[config.mk]
export PLATFORM = sky130hd
export DESIGN_NAME = lpdpc_top
export DESIGN_NICKNAME = d
export VERILOG_FILES = /design/src/rtl/lpdpc_pkg.sv /design/src/rtl/lpdpc_top.sv
export VERILOG_INCLUDE_DIRS = /design/src /design/src/rtl
export SDC_FILE = /design/constraint.sdc
export NUM_CORES = 1
export LEC_CHECK = 0
export BUFFER_PORTS_ARGS = -buffer_cell sky130_fd_sc_hd__clkbuf_2
export CORE_UTILIZATION = 50
export DETAILED_ROUTE_END_ITERATION = 8
export PLACE_DENSITY = 0.71
export SYNTH_ARGS = -nofsm -noshare
export SYNTH_HDL_FRONTEND = slang
export SYNTH_SLANG_ARGS = --single-unit
[constraint.sdc]
create_clock -name I_MCLK -period 3.9 [get_ports I_MCLK]
set_input_delay 0.78 -clock I_MCLK [delete_from_list [all_inputs] [get_ports I_MCLK]]
set_output_delay 0.78 -clock I_MCLK [all_outputs]
set_load 0.005 [all_outputs]
[src/rtl/lpdpc_consts.svh]
// Purpose: Timing and encoding constants for the precharge timing block
// Assumes: Device clock I_MCLK at 250 MHz; link clock counted in link cycles
// Notes: Counts are in link clock cycles unless named _CYC
`ifndef LPDPC_CONSTS_SVH
`define LPDPC_CONSTS_SVH
`define LPDPC_BANKS 8
`define LPDPC_BL 5'd8
`define LPDPC_WL 5'd4
`define LPDPC_RTP_CK 5'd2
`define LPDPC_WR_CK 5'd4
`define LPDPC_RPPB_CK 5'd4
`define LPDPC_RPAB_CK 5'd5
`define LPDPC_OP_PRE 4'hB
`define LPDPC_OP_RD_MASK 3'h5
`define LPDPC_OP_RD 3'h5
`define LPDPC_OP_WR 3'h1
`endif

[src/rtl/lpdpc_pkg.sv]
// Purpose: Types for the precharge timing block
// Assumes: Eight banks
// Notes: Command decoded from one rising link edge
package lpdpc_pkg;
  // Command as sampled on the bus
  typedef struct packed {
    logic cs_n;
    logic [9:0] ca;
  } lpdpc_cmd_t;
  // Per-bank state
  typedef enum logic [2:0] {
    LPDPC_OPEN = 3'b001,
    LPDPC_WAIT = 3'b010,
    LPDPC_PRE = 3'b100
  } lpdpc_state_t;
endpackage

[src/rtl/lpdpc_top.sv]
// Purpose: Auto-precharge and precharge tracking per bank of an LPDDR2 die
// Assumes: Controller keeps all spacing limits (listed below for reference)
// Notes: Link clock sampled by I_MCLK, commands taken on its rising edge
// Operation
// - Read-to-precharge starts BL/2-1 or BL/2-2
// - Auto close flag selects automatic precharge
// - Two-prefetch read auto precharge start time
// - Four-prefetch read auto precharge: later of BL/2 and BL/2-2+RU(tRTP)
// - Write auto precharge after write recovery
// - Precharge period from latest precharge command
// - Precharge encoding on rising edge
// - All bank flag selects one or eight
`timescale 1ns/1ps
`include "lpdpc_consts.svh"
module lpdpc_top
  import lpdpc_pkg::*;
(
  // Clock and reset
  input wire logic I_MCLK,
  input wire logic I_RST,
  // Link pins
  input wire logic I_CK,
  input wire lpdpc_pkg::lpdpc_cmd_t I_CMD,
  // Variant select: high for four prefetch variant
  input wire logic I_FOUR_PREFETCH,
  // Status
  output logic [7:0] O_BANK_OPEN,
  output logic [7:0] O_BANK_PRECHARGING,
  output logic O_AUTO_CLOSE_START
);
  import lpdpc_pkg::*;

  logic ck_s1_reg, ck_s2_reg, ck_s3_reg; // Link clock synchroniser
  lpdpc_cmd_t cmd_s1_reg, cmd_s2_reg; // Command synchroniser
  logic rise; // Rising link edge seen
  logic is_pre, is_rd, is_wr; // Decoded commands
  logic [2:0] bank; // Addressed bank
  logic all_bank_flag; // Precharge-all select
  logic auto_close_flag; // Auto precharge request
  logic four_s1_reg; // First stage of variant pin sampling
  logic four_pf_reg; // Variant after two flops
  logic [4:0] rd_delay, wr_delay; // Auto precharge start delays
  logic [7:0] start_vec; // Per-bank auto precharge start this edge

  // Two-flop sampling of link pins
  always_ff @(posedge I_MCLK or posedge I_RST) begin
    if (I_RST) begin
      ck_s1_reg <= 1'b0;
      ck_s2_reg <= 1'b0;
      ck_s3_reg <= 1'b0;
      cmd_s1_reg <= '1;
      cmd_s2_reg <= '1;
    end else begin
      ck_s1_reg <= I_CK;
      ck_s2_reg <= ck_s1_reg;
      ck_s3_reg <= ck_s2_reg;
      cmd_s1_reg <= I_CMD;
      cmd_s2_reg <= cmd_s1_reg;
    end
  end

  // Two-flop sampling of the variant pin
  always_ff @(posedge I_MCLK or posedge I_RST) begin
    if (I_RST) begin
      four_s1_reg <= 1'b0;
      four_pf_reg <= 1'b0;
    end else begin
      four_s1_reg <= I_FOUR_PREFETCH;
      four_pf_reg <= four_s1_reg;
    end
  end

  // Decode on the rising link edge
  always_comb begin
    rise = ck_s2_reg & ~ck_s3_reg;
    is_pre = rise & ~cmd_s2_reg.cs_n & (cmd_s2_reg.ca[3:0] == `LPDPC_OP_PRE);
    is_rd = rise & ~cmd_s2_reg.cs_n & (cmd_s2_reg.ca[2:0] == `LPDPC_OP_RD);
    is_wr = rise & ~cmd_s2_reg.cs_n & (cmd_s2_reg.ca[2:0] == `LPDPC_OP_WR);
    bank = cmd_s2_reg.ca[9:7];
    all_bank_flag = cmd_s2_reg.ca[4];
    auto_close_flag = cmd_s2_reg.ca[0] & cmd_s2_reg.ca[3]; // flag field of the command word
  end

  // Start delays in link cycles
  always_comb begin
    if (four_pf_reg) begin
      // Later of BL/2 and BL/2-2+RU(tRTP)
      rd_delay = ((`LPDPC_BL >> 1) > ((`LPDPC_BL >> 1) - 5'd2 + `LPDPC_RTP_CK)) ?
                 (`LPDPC_BL >> 1) : ((`LPDPC_BL >> 1) - 5'd2 + `LPDPC_RTP_CK);
    end else begin
      rd_delay = (`LPDPC_BL >> 1) - 5'd1 + `LPDPC_RTP_CK;
    end
    wr_delay = `LPDPC_WL + (`LPDPC_BL >> 1) + 5'd1 + `LPDPC_WR_CK;
  end

  // Per-bank state and timers
  genvar g;
  generate
    for (g = 0; g < `LPDPC_BANKS; g++) begin : g_bank
      lpdpc_state_t st_reg; // Bank state
      logic [4:0] cnt_reg; // Link cycles left
      logic hit; // Command addresses this bank
      assign hit = (bank == 3'(g));
      assign start_vec[g] = (st_reg == LPDPC_WAIT) & rise & (cnt_reg == 5'd1);
      always_ff @(posedge I_MCLK or posedge I_RST) begin
        if (I_RST) begin
          st_reg <= LPDPC_PRE;
          cnt_reg <= 5'd0;
        end else if (is_pre && (all_bank_flag || hit)) begin
          // Latest precharge restarts the period
          st_reg <= LPDPC_PRE;
          cnt_reg <= all_bank_flag ? `LPDPC_RPAB_CK : `LPDPC_RPPB_CK;
        end else if ((is_rd || is_wr) && hit && auto_close_flag) begin
          st_reg <= LPDPC_WAIT;
          cnt_reg <= is_rd ? rd_delay : wr_delay;
        end else if ((is_rd || is_wr) && hit) begin
          st_reg <= LPDPC_OPEN; // bank marked open
        end else if (rise) begin
          unique case (st_reg)
            LPDPC_OPEN: begin
              cnt_reg <= cnt_reg;
            end
            LPDPC_WAIT: begin
              // Internal precharge begins when the count ends
              if (cnt_reg == 5'd1) begin
                st_reg <= LPDPC_PRE;
                cnt_reg <= `LPDPC_RPPB_CK;
              end else begin
                cnt_reg <= cnt_reg - 5'd1;
              end
            end
            LPDPC_PRE: begin
              if (cnt_reg != 5'd0) begin
                cnt_reg <= cnt_reg - 5'd1;
              end
            end
            default: begin
              st_reg <= LPDPC_PRE;
            end
          endcase
        end
      end
      // Outputs from flops
      always_ff @(posedge I_MCLK or posedge I_RST) begin
        if (I_RST) begin
          O_BANK_OPEN[g] <= 1'b0;
          O_BANK_PRECHARGING[g] <= 1'b0;
        end else begin
          O_BANK_OPEN[g] <= (st_reg != LPDPC_PRE);
          O_BANK_PRECHARGING[g] <= (st_reg == LPDPC_PRE) && (cnt_reg != 5'd0);
        end
      end
    end
  endgenerate

  // Pulse when any auto precharge starts
  always_ff @(posedge I_MCLK or posedge I_RST) begin
    if (I_RST) begin
      O_AUTO_CLOSE_START <= 1'b0;
    end else begin
      O_AUTO_CLOSE_START <= |start_vec;
    end
  end

  // Bank of the command decoded one cycle earlier, used by the checks below
  logic [2:0] bank_hold_reg;
  always_ff @(posedge I_MCLK or posedge I_RST) begin
    if (I_RST) begin
      bank_hold_reg <= 3'h0;
    end else begin
      bank_hold_reg <= bank;
    end
  end

  // Assertions
  property p_pre_closes;
    @(posedge I_MCLK) disable iff (I_RST)
    (is_pre && all_bank_flag) |=> ##1 (O_BANK_OPEN == 8'h00);
  endproperty
  a_pre_closes: assert property (p_pre_closes) else $error("Precharge all left a bank open");

  property p_preall_busy;
    @(posedge I_MCLK) disable iff (I_RST)
    (is_pre && all_bank_flag) |=> ##1 (O_BANK_PRECHARGING == 8'hFF);
  endproperty
  a_preall_busy: assert property (p_preall_busy) else $error("Precharge all did not start every period");

  property p_start_pulse;
    @(posedge I_MCLK) disable iff (I_RST)
    (|start_vec) |=> O_AUTO_CLOSE_START;
  endproperty
  a_start_pulse: assert property (p_start_pulse) else $error("Auto close start not flagged");

  property p_pre_busy;
    @(posedge I_MCLK) disable iff (I_RST)
    (is_pre && !all_bank_flag) |=> ##1 O_BANK_PRECHARGING[bank_hold_reg];
  endproperty
  a_pre_busy: assert property (p_pre_busy) else $error("Single bank precharge not tracked");

  property p_open_rw;
    @(posedge I_MCLK) disable iff (I_RST)
    ((is_rd || is_wr) && !auto_close_flag && !is_pre) |=> ##1 O_BANK_OPEN[bank_hold_reg];
  endproperty
  a_open_rw: assert property (p_open_rw) else $error("Plain access closed the bank");

  // Bank still open two cycles after an access with auto close
  property p_auto_wait;
    @(posedge I_MCLK) disable iff (I_RST)
    ((is_rd || is_wr) && auto_close_flag && !is_pre) |=> ##1 O_BANK_OPEN[bank_hold_reg];
  endproperty
  a_auto_wait: assert property (p_auto_wait) else $error("Auto close access closed the bank at once");

  c_auto: cover property (@(posedge I_MCLK) disable iff (I_RST) O_AUTO_CLOSE_START);
  c_preall: cover property (@(posedge I_MCLK) disable iff (I_RST) is_pre && all_bank_flag);
  c_rd_auto: cover property (@(posedge I_MCLK) disable iff (I_RST) is_rd && auto_close_flag);
endmodule

# After elaboration in Yosys (flattened, before gate mapping)
# Index checks and enable logic that the tools add are counted.
[word_totals]
word_cells = 362
regBits = 108
mem_count = 0
rom_bits = 0
out_inout_bits = 17
inputBits = 15
latch_bits = 0
mem_bits_rw = 0
[op_classes]
n_lt_le_gt_ge = 0
n_eq_ne = 82
muxes = 107
multipliers = 0
add_sub_neg = 8
n_div = 0
n_reduce_logical = 99
bitwise = 24
shifts = 0
[ops]
columns = ["operator", "count"]
rows = [
  ["$mux W5", 49],
  ["$mux W3", 40],
  ["$pmux W5 S2", 8],
  ["$reduce_bool A4 Y1", 16],
  ["$pmux W3 S2", 8],
  ["$eq A5 B1 Y1 const B", 8],
  ["$ne A5 B1 Y1 const B", 8],
  ["$reduce_bool A5 Y1", 8],
  ["$sub A5 B1 Y5 const B", 8],
  ["$eq A3 B3 Y1 const B", 13],
  ["$logic_and A1 B1 Y1", 32],
  ["$ne A4 B1 Y1 const B", 8],
  ["$ne A4 B4 Y1 const B", 8],
  ["$reduce_and A4 Y1", 8],
  ["$eq A3 B1 Y1 const B", 10],
  ["$eq A3 B2 Y1 const B", 10],
  ["$ne A3 B2 Y1 const B", 8],
  ["$ne A3 B3 Y1 const B", 8],
  ["$reduce_and A3 Y1", 8],
  ["$reduce_bool A3 Y1", 8],
  ["$and A1 B1 Y1", 22],
  ["$reduce_or A2 Y1", 8],
  ["$logic_or A1 B1 Y1", 9],
  ["$reduce_or A8 Y1", 1],
  ["4 further kinds", 6],
]

# Logic depth before layout (Yosys ltp)
# Gate-level depths: netlist (run 1).
[logic_depth]
word_depth = 9
mapped_depth = 8
depth_no_buf = 7

# Worst setup path before layout (run 1)
# OpenSTA, ideal clock, no wires.
[synth_timing]
kind = "register to register"
startpoint = "register cmd_s2_reg (netlist bit bank[0])"
endpoint = "register g_bank[1].cnt_reg[0]"
synth_period_minus_slack_ns = 2.155
arrival_ns = 2.030
setup_ns = 0.125
setup_slack_ns = 1.745
required_time_ns = 3.775
n_path_buf = 0
stages_incl_launch_ff = 6
cell_sequence = "dfstp_2 or3b_2 a211oi_1 o21ai_0 nand2_1 mux2_2"
[synth_via]
elab_chain_len = 5
word_cells_on_any_way = 12
classes_between = "eq/ne: 3; mux: 2; reduce/logical: 7"
[synth_lines]
columns = ["element", "line", "rtl"]
rows = [
  ["start: declaration", "lpdpc_top.sv:34", "lpdpc_cmd_t cmd_s1_reg, cmd_s2_reg;"],
  ["start signal: assignment", "lpdpc_top.sv:58", "cmd_s2_reg <= cmd_s1_reg;"],
  ["$eq A3 B1 Y1 (*)", "lpdpc_top.sv:103", "assign hit = (bank == 3'(g));"],
  ["$logic_or A1 B1 Y1 / $logic_and A1 B1 Y1 (equally long branches)", "lpdpc_top.sv:109, lpdpc_top.sv:113, lpdpc_top.sv:116", ""],
  ["$logic_and A1 B1 Y1, on equally long branches", "lpdpc_top.sv:109, lpdpc_top.sv:113", ""],
  ["$ne A4 B4 Y1 (no line), or another cell as far along", "n/a", ""],
  ["$reduce_and A4 Y1 (no line) / $mux W5 (equally long branches)", "n/a", ""],
  ["end signal: assignment", "lpdpc_top.sv:112", "cnt_reg <= all_bank_flag ? `LPDPC_RPAB_CK : `LPDPC_RPPB_CK;"],
  ["end signal: assignment", "lpdpc_top.sv:115", "cnt_reg <= is_rd ? rd_delay : wr_delay;"],
  ["end signal: assignment", "lpdpc_top.sv:121", "cnt_reg <= cnt_reg;"],
  ["end: declaration", "lpdpc_top.sv:101", "logic [4:0] cnt_reg;"],
]
# Mark *: on every way between the ends. The rest lies on a longest branch, timed or not.
# A chain may end at the register's enable or synchronous reset.

# Worst setup path after layout (run 1)
[layout_timing]
startpoint = "register ck_s3_reg"
endpoint = "register g_bank[3].cnt_reg[0]"
[layout_via]
elab_chain_len = 9
word_cells_on_any_way = 18
classes_between = "eq/ne: 2; mux: 3; bitwise: 6; reduce/logical: 7"
[layout_lines]
columns = ["element", "line", "rtl"]
rows = [
  ["start: declaration", "lpdpc_top.sv:33", "logic ck_s1_reg, ck_s2_reg, ck_s3_reg;"],
  ["start signal: assignment", "lpdpc_top.sv:56", "ck_s3_reg <= ck_s2_reg;"],
  ["$not A1 Y1 (*)", "lpdpc_top.sv:75", "rise = ck_s2_reg & ~ck_s3_reg;"],
  ["$and A1 B1 Y1 (*)", "lpdpc_top.sv:75", ""],
  ["$and A1 B1 Y1", "lpdpc_top.sv:76, lpdpc_top.sv:77, lpdpc_top.sv:78", ""],
  ["$and A1 B1 Y1, on equally long branches", "lpdpc_top.sv:77, lpdpc_top.sv:78", ""],
  ["$logic_or A1 B1 Y1", "lpdpc_top.sv:113, lpdpc_top.sv:116", ""],
  ["$logic_and A1 B1 Y1", "lpdpc_top.sv:113, lpdpc_top.sv:116", ""],
  ["$logic_and A1 B1 Y1", "lpdpc_top.sv:113", "end else if ((is_rd || is_wr) && hit && auto_close_flag) begin"],
  ["$ne A4 B4 Y1 (no line), or another cell as far along", "n/a", ""],
  ["$reduce_and A4 Y1 (no line) / $mux W5 (equally long branches)", "n/a", ""],
  ["end signal: assignment", "lpdpc_top.sv:112", ""],
  ["end signal: assignment", "lpdpc_top.sv:115", ""],
  ["end signal: assignment", "lpdpc_top.sv:121", ""],
  ["end: declaration", "lpdpc_top.sv:101", ""],
]
# Marked as above.

==> flow_metrics.py, run 1 <==
metrics = {
    "sta": {
        "hold_viol": 0,
        "relSlewSlack_pct": 45.7,
        "min_period_ps": 2880,
        "fin_ws_ps": 1020,
        "tightest_slew_ps": 814,
        "rsz0062_at_grt": "false",
        "slew_violations": 0,
        "clock_skew_ps": 6.91,
        "fin_crit_sh_pct": 73.9,
        "fmax_ghz": 0.347,
        "finalSetupViolations": 0,
        "fin_setup_tns_ps": 0,
    },
    "drt": {
        "drc": 0,
        "vias": 4653,
        "ant_nets": 0,
        "first_pass_iters": 5,
        "wire_per_inst_um": 18.0,
        "drtIter0Drc": 323,
        "routed_wl_mm": 13.3,
        "via_per_inst": 6.30,
    },
    "synth": {
        "syn_area_per_cell_um2": 9.98,
        "yosys_warnings": 0,
        "synth_nets": 598,
        "ys.flop_type": "dfrtp_1",
        "ys_types": 73,
        "synthArstFlopShare_pct": 100,
        "synth_edf_count": 0,
        "synth_seq_cells": 104,
        "seq_area_frac_synth_pct": 46.6,
        "syn_inst": 567,
        "syn_area_um2": 5660,
        "synth_top_area_share_pct": 34.5,
        "synth_top_cell_by_area": "dfrtp_1",
        "synthTopCellsByArea": "dfrtp_1, dfstp_2, ha_1",
    },
    "clock_tree": {
        "clock_path_buffers": 2,
        "cts_root_buf": "clkbuf_16",
        "cts_resized": 0,
        "clkLatencyLatePin_ps": 360,
        "cts_max_level": 3,
        "cts_setup_buffers": 0,
        "cts_hold_buffers": 0,
        "cts_buffers": 9,
        "cts_tree": "yes",
        "clk_pin_slew_worst_paths_ps": 70,
        "cts_sinks": 104,
    },
    "critical_path": {
        "end_kind": "flop",
        "r2r_end": "g_bank[3].cnt_reg[0]",
        "rrSetupSlack_ps": 1020,
        "r2r_start": "ck_s3_reg",
        "cp_data_arrival_time_ps": 3120,
        "critPathBufInv": 0,
        "path_class": "reg2reg",
        "crit_path_max_incr_delay_ps": 820,
        "critPathLaunchType": "flop",
        "crit_family": "simple AND/OR/NAND/NOR gates",
        "r2r_cells": 5,
        "slowest_stage": "or4b_1",
        "required_ps": 4140,
        "path_cells": "or4b_1 > nor2_2 > nand3_1 > nand2_1 > mux2_2",
        "path_max_fanout": 13,
    },
    "global_routing": {
        "grt-ovfl-total": 0,
        "grt_pass1_wl_mm": 22.4,
        "first_global_vias": 4535,
        "antenna_found_initial": 0,
        "grtUsageTotal_pct": 24.9,
        "grt_max_degree": 59,
    },
    "final_layout": {
        "num_antenna_cells": 0,
        "fillers": 970,
        "multi_input_area_um2": 2800,
        "stdcell_area_um2": 6260,
        "final-seq-area_um2": 2640,
        "synthToLayoutAreaGrowth_pct": 10.7,
        "drive_gt1_share_pct": 18.5,
        "layout.nets": 625,
        "largest_register_ffs": 40,
        "final_util_pct": 57.3,
    },
    "placement": {
        "hpwl_mm": 9.26,
        "dpl_cell_area_um2": 5930,
        "gp_congestion": 0.847,
        "pre_cts_slack_ps": 1070,
        "port_buffers": 29,
    },
    "die": {
        "die_w_um": 108,
        "initial_core_util_pct": 51.7,
        "coreArea_um2": 10900,
        "dieArea_um2": 11700,
        "std_cell_rows": 38,
        "fp.dieH_um": 108,
        "io_pins": 32,
    },
    "power": {
        "internal_power_mw": 2.49,
        "vdd_drop_max_uv": 331,
        "cellPowerDensity_nw_per_um2": 600,
        "switching_share_pct": 33.9,
        "p_switching_mw": 1.27,
        "total_power_mw": 3.76,
        "pwr-share-comb_pct": 29.1,
        "pwr-share-clk_pct": 26.2,
        "p_leak_nw": 2.66,
        "power_frac_seq_pct": 44.7,
    },
    "job": {
        "cap_viol_max_count": 0,
    },
    "worst_hold_path": {
        "holdCritPathClass": "reg2reg",
        "holdPathStages": 0,
        "worstHoldStart": "cmd_s1_reg[4]",
        "holdPathEnd": "all_bank_flag",
    },
    "outcome": {
        "status": "finished, final reports clean",
    },
}
[power by group through the flow]
stage	Combinational, mW	Sequential [mW]	Clock, mW
detailed placement	1.10	1.69	0
CTS	1.10	1.68	1.01
floorplan	0.877	1.60	0
finish	1.10	1.68	0.984
global route	1.25	1.73	1.04
global placement	1.04	1.67	0
[worst max-delay path by stage]
stage | from | endpoint | slack, ps | cells past startpoint
after floorplan | I_RST | O_AUTO_CLOSE_START | 430 | 1
after global placement | ck_s3_reg | g_bank[3].cnt_reg[0] | 1140 | 5
after detailed placement | ck_s3_reg | g_bank[3].cnt_reg[0] | 1070 | 5
after CTS | ck_s3_reg | g_bank[3].cnt_reg[0] | 1040 | 5
after global routing | ck_s3_reg | g_bank[3].cnt_reg[0] | 900 | 5
final | ck_s3_reg | g_bank[3].cnt_reg[0] | 1020 | 5
[placed cells by master, fill, tap and decap left out, types with 9 or more instances in the layout]
cell type | Yosys | routed
o2bb2ai_1 | 9 | 9
nand3_1 | 11 | 11
ha_1 | 16 | 16
nand2_1 | 34 | 34
a21oi_1 | 25 | 25
a31oi_1 | 13 | 13
nor3b_1 | 15 | 15
nor3_1 | 16 | 16
or3b_2 | 9 | 9
dfrtp_1 | 78 | 78
o21ai_0 | 30 | 30
nand2b_1 | 13 | 13
inv_1 | 35 | 34
nor2_1 | 40 | 40
dfstp_2 | 26 | 26
o22ai_1 | 19 | 19
clkbuf_2 | 0 | 29
nor4b_1 | 14 | 14
clkbuf_16 | 0 | 10
[kinds of logic (layout without fill, tap and decap cells)]
kind of cell / after synthesis / after routing / synth area share [%]
AO/OA/AOI/OAI: 183 / 183 / 22.8
XOR/XNOR: 1 / 1 / 0.155
adder cells (fa/ha/maj): 16 / 16 / 3.54
buffers and inverters: 54 / 86 / 3.94
flip-flops: 104 / 104 / 46.6
multiplexers: 8 / 8 / 1.55
AND/OR/NAND/NOR: 201 / 201 / 21.5
[cell usage after synthesis (3+ instances only)]
| master | n |
|---|---|
| a211o_1 | 4 |
| a211oi_1 | 6 |
| a21o_1 | 6 |
| a21oi_1 | 25 |
| a221o_1 | 5 |
| a22o_1 | 8 |
| a22oi_1 | 3 |
| a2bb2oi_1 | 8 |
| a31o_2 | 3 |
| a31oi_1 | 13 |
| a32oi_1 | 4 |
| and2_1 | 4 |
| and3b_1 | 4 |
| clkbuf_1 | 15 |
| dfrtp_1 | 78 |
| dfstp_2 | 26 |
| ha_1 | 16 |
| inv_1 | 35 |
| mux2_2 | 6 |
| nand2_1 | 34 |
| nand2b_1 | 13 |
| nand3_1 | 11 |
| nand3b_1 | 5 |
| nor2_1 | 40 |
| nor2b_1 | 6 |
| nor3_1 | 16 |
| nor3_2 | 4 |
| nor3b_1 | 15 |
| nor4_1 | 5 |
| nor4b_1 | 14 |
| o211ai_1 | 5 |
| o21a_1 | 5 |
| o21ai_0 | 30 |
| o221ai_1 | 4 |
| o22ai_1 | 19 |
| o2bb2ai_1 | 9 |
| o31ai_1 | 5 |
| o32ai_1 | 3 |
| or3b_2 | 9 |
[routing by layer]
metal	vias up	wire, um	track usage (%)
met5	-	0	0
met2	124	6410	40.1
met1	2296	5990	33.1
met4	0	337	12.1
li1	2206	-	-
met3	27	588	3.44
[final cells by class]
type | count | share of cell area (%)
Timing Repair Buffer | 35 | 3.04
Inverter | 35 | 2.14
Clock inverter | 6 | 1.30
Sequential cell | 104 | 42.1
Tap cell | 140 | 2.80
Multi-Input combinational cell | 409 | 44.7
Clock buffer | 10 | 3.99
[per-stage QoR]
stage / hold slack (ps) / instances
3_3_place_gp: 340 / 723
3_5_place_dp: 338 / 723
6_report: 355 / 739
5_1_grt: 360 / 739
4_1_cts: 358 / 739
2_1_floorplan: 331 / 567
Note: power is estimated with default switching activity, not from simulation.
==> inputs of run 2 (changes only) <==
- PLACE_DENSITY: 0.71 -> 0.74
- clock period: 3.9 -> 2.5 ns (I/O delays scaled with it)
==> flow_metrics.py, run 2 (same netlist as run 1, synthesis figures left out) <==
metrics = {
    "sta": {
        "relSlewSlack_pct": 49.7,
        "fmax_ghz": 0.422,
        "min_period_ps": 2370,
        "slew_violations": 0,
        "hold_viol": 0,
        "fin_crit_sh_pct": 94.7,
        "clock_skew_ps": 8.93,
        "tightest_slew_ps": 744,
        "rsz0062_at_grt": "false",
        "fin_setup_tns_ps": 0,
        "finalSetupViolations": 0,
    },
    "critical_path": {
        "r2r_end": "g_bank[5].cnt_reg[0]",
        "path_max_fanout": 10,
        "cp_data_arrival_time_ps": 2620,
        "path_class": "reg2reg",
        "critPathLaunchType": "flop",
        "required_ps": 2750,
        "r2r_cells": 5,
        "r2r_start": "cmd_s2_reg[1]",
        "rrSetupSlack_ps": 130,
        "end_kind": "flop",
    },
    "worst_hold_path": {
        "holdPathStages": 1,
        "worstHoldStart": "I_CMD[7]",
        "holdCritPathClass": "in2reg",
        "holdPathEnd": "cmd_s1_reg[7]",
    },
    "drt": {
        "wire_per_inst_um": 16.9,
        "routed_wl_mm": 13.1,
        "drc": 0,
        "first_pass_iters": 4,
        "drtIter0Drc": 302,
        "vias": 4739,
        "ant_nets": 0,
        "via_per_inst": 6.12,
    },
    "clock_tree": {
        "clk_pin_slew_worst_paths_ps": 80,
        "cts_tree": "yes",
        "cts_buffers": 9,
        "cts_sinks": 104,
        "cts_setup_buffers": 0,
        "clkLatencyLatePin_ps": 360,
        "clock_path_buffers": 2,
        "cts_max_level": 3,
        "cts_root_buf": "clkbuf_16",
    },
    "final_layout": {
        "fillers": 960,
        "synthToLayoutAreaGrowth_pct": 15.9,
        "final_cell_mix": "dfrtp_1, nor2_1, buf_4",
        "num_antenna_cells": 0,
        "largest_register_ffs": 40,
        "final_common_cell": "dfrtp_1",
        "layout.nets": 660,
        "drive_gt1_share_pct": 23.5,
        "final_cells": 774,
    },
    "power": {
        "vdd_drop_max_uv": 694,
        "cellPowerDensity_nw_per_um2": 900,
        "p_leak_nw": 2.84,
    },
    "global_routing": {
        "grt_max_degree": 105,
        "grt-ovfl-total": 0,
        "grt_pass1_wl_mm": 21.9,
        "first_global_vias": 4511,
        "antenna_found_initial": 0,
        "grtUsageTotal_pct": 24.2,
    },
    "die": {
        "initial_core_util_pct": 51.7,
        "std_cell_rows": 38,
        "io_pins": 32,
        "fp.dieH_um": 108,
        "dieArea_um2": 11700,
        "die_w_um": 108,
        "coreArea_um2": 10900,
    },
    "placement": {
        "hpwl_mm": 9.50,
        "port_buffers": 29,
        "place_inst": 758,
        "gp_congestion": 0.871,
    },
    "job": {
        "cap_viol_max_count": 0,
    },
    "outcome": {
        "status": "finished, final reports clean",
    },
}
==> run 2: cell types whose count changed in the layout (fill, tap and decap cells not counted), sizes merged <==
cell      before  now
clkinvlp       0    1
buf            6   41
inv           38   37
clkinv         2    4
clkbuf        39   38
bufinv         1    0
==> run 2: timing repair <==
item | 4_1_cts | 5_1_grt
endpoints found under the setup margin | 0 | 3
resized for setup | 0 | 3
hold buffers | 0 | 0
endpoints found under the hold margin | 0 | 0
==> run 2: layer usage <==
layer | track usage [%] | vias up | part of all wire (%)
met5 | 0 | - | 0
met4 | 7.92 | 0 | 1.6
met3 | 6.09 | 16 | 4.6
met2 | 38.1 | 122 | 49
met1 | 32.6 | 2330 | 45
li1 | - | 2271 | -
==> run 2: final cells by class <==
| cell class | instances | area [um^2] | share of cell area (%) |
|---|---|---|---|
| multi-input combinational | 409 | 2810 | 42.9 |
| sequential | 104 | 2640 | 40.2 |
| clock buffer | 9 | 225 | 3.44 |
| timing repair buffer | 70 | 465 | 7.10 |
| inverter | 35 | 135 | 2.06 |
| clock inverter | 7 | 104 | 1.58 |
| tap | 140 | 175 | 2.67 |
==> run 2: worst max-delay path, stage by stage, from the launching register on <==
cell and delay [ps]:
dfstp_2 660, nand3b_1 300, a211oi_1 570, a211o_1 300, o221ai_1 150, mux2_2 290
==> run 2: stage by stage <==
stage               area, um^2  worst slack, ps  hold WS, ps  power, mW  util [%]
floorplan                 5660              345          331       3.87         -
finish                    6550              133          213       5.90      59.9
global route              6550             3.22          189       6.29      59.9
detailed placement        6210              126          335       4.42      56.8
global placement          6210              189          337       4.30      56.8
CTS                       6540              104          198       5.94      59.8
==> run 2: power by group <==
part	internal, mW	switching (mW)	leakage, nW
combinational	0.930	0.878	1.44
clock	0.737	0.743	0.158
sequential	2.15	0.461	1.24
==> run 2: how the worst max path moves through the flow <==
stage / startpoint / to / slack [ps] / cells after the start
2_1_floorplan: bank[0] / g_bank[1].cnt_reg[0] / 340 / 5
3_3_place_gp: cmd_s2_reg[1] / g_bank[6].cnt_reg[3] / 190 / 6
3_5_place_dp: cmd_s2_reg[1] / g_bank[6].cnt_reg[3] / 130 / 6
4_1_cts: cmd_s2_reg[1] / g_bank[6].cnt_reg[3] / 100 / 6
5_1_grt: cmd_s2_reg[1] / g_bank[5].cnt_reg[0] / 3 / 5
6_report: cmd_s2_reg[1] / g_bank[5].cnt_reg[0] / 130 / 5
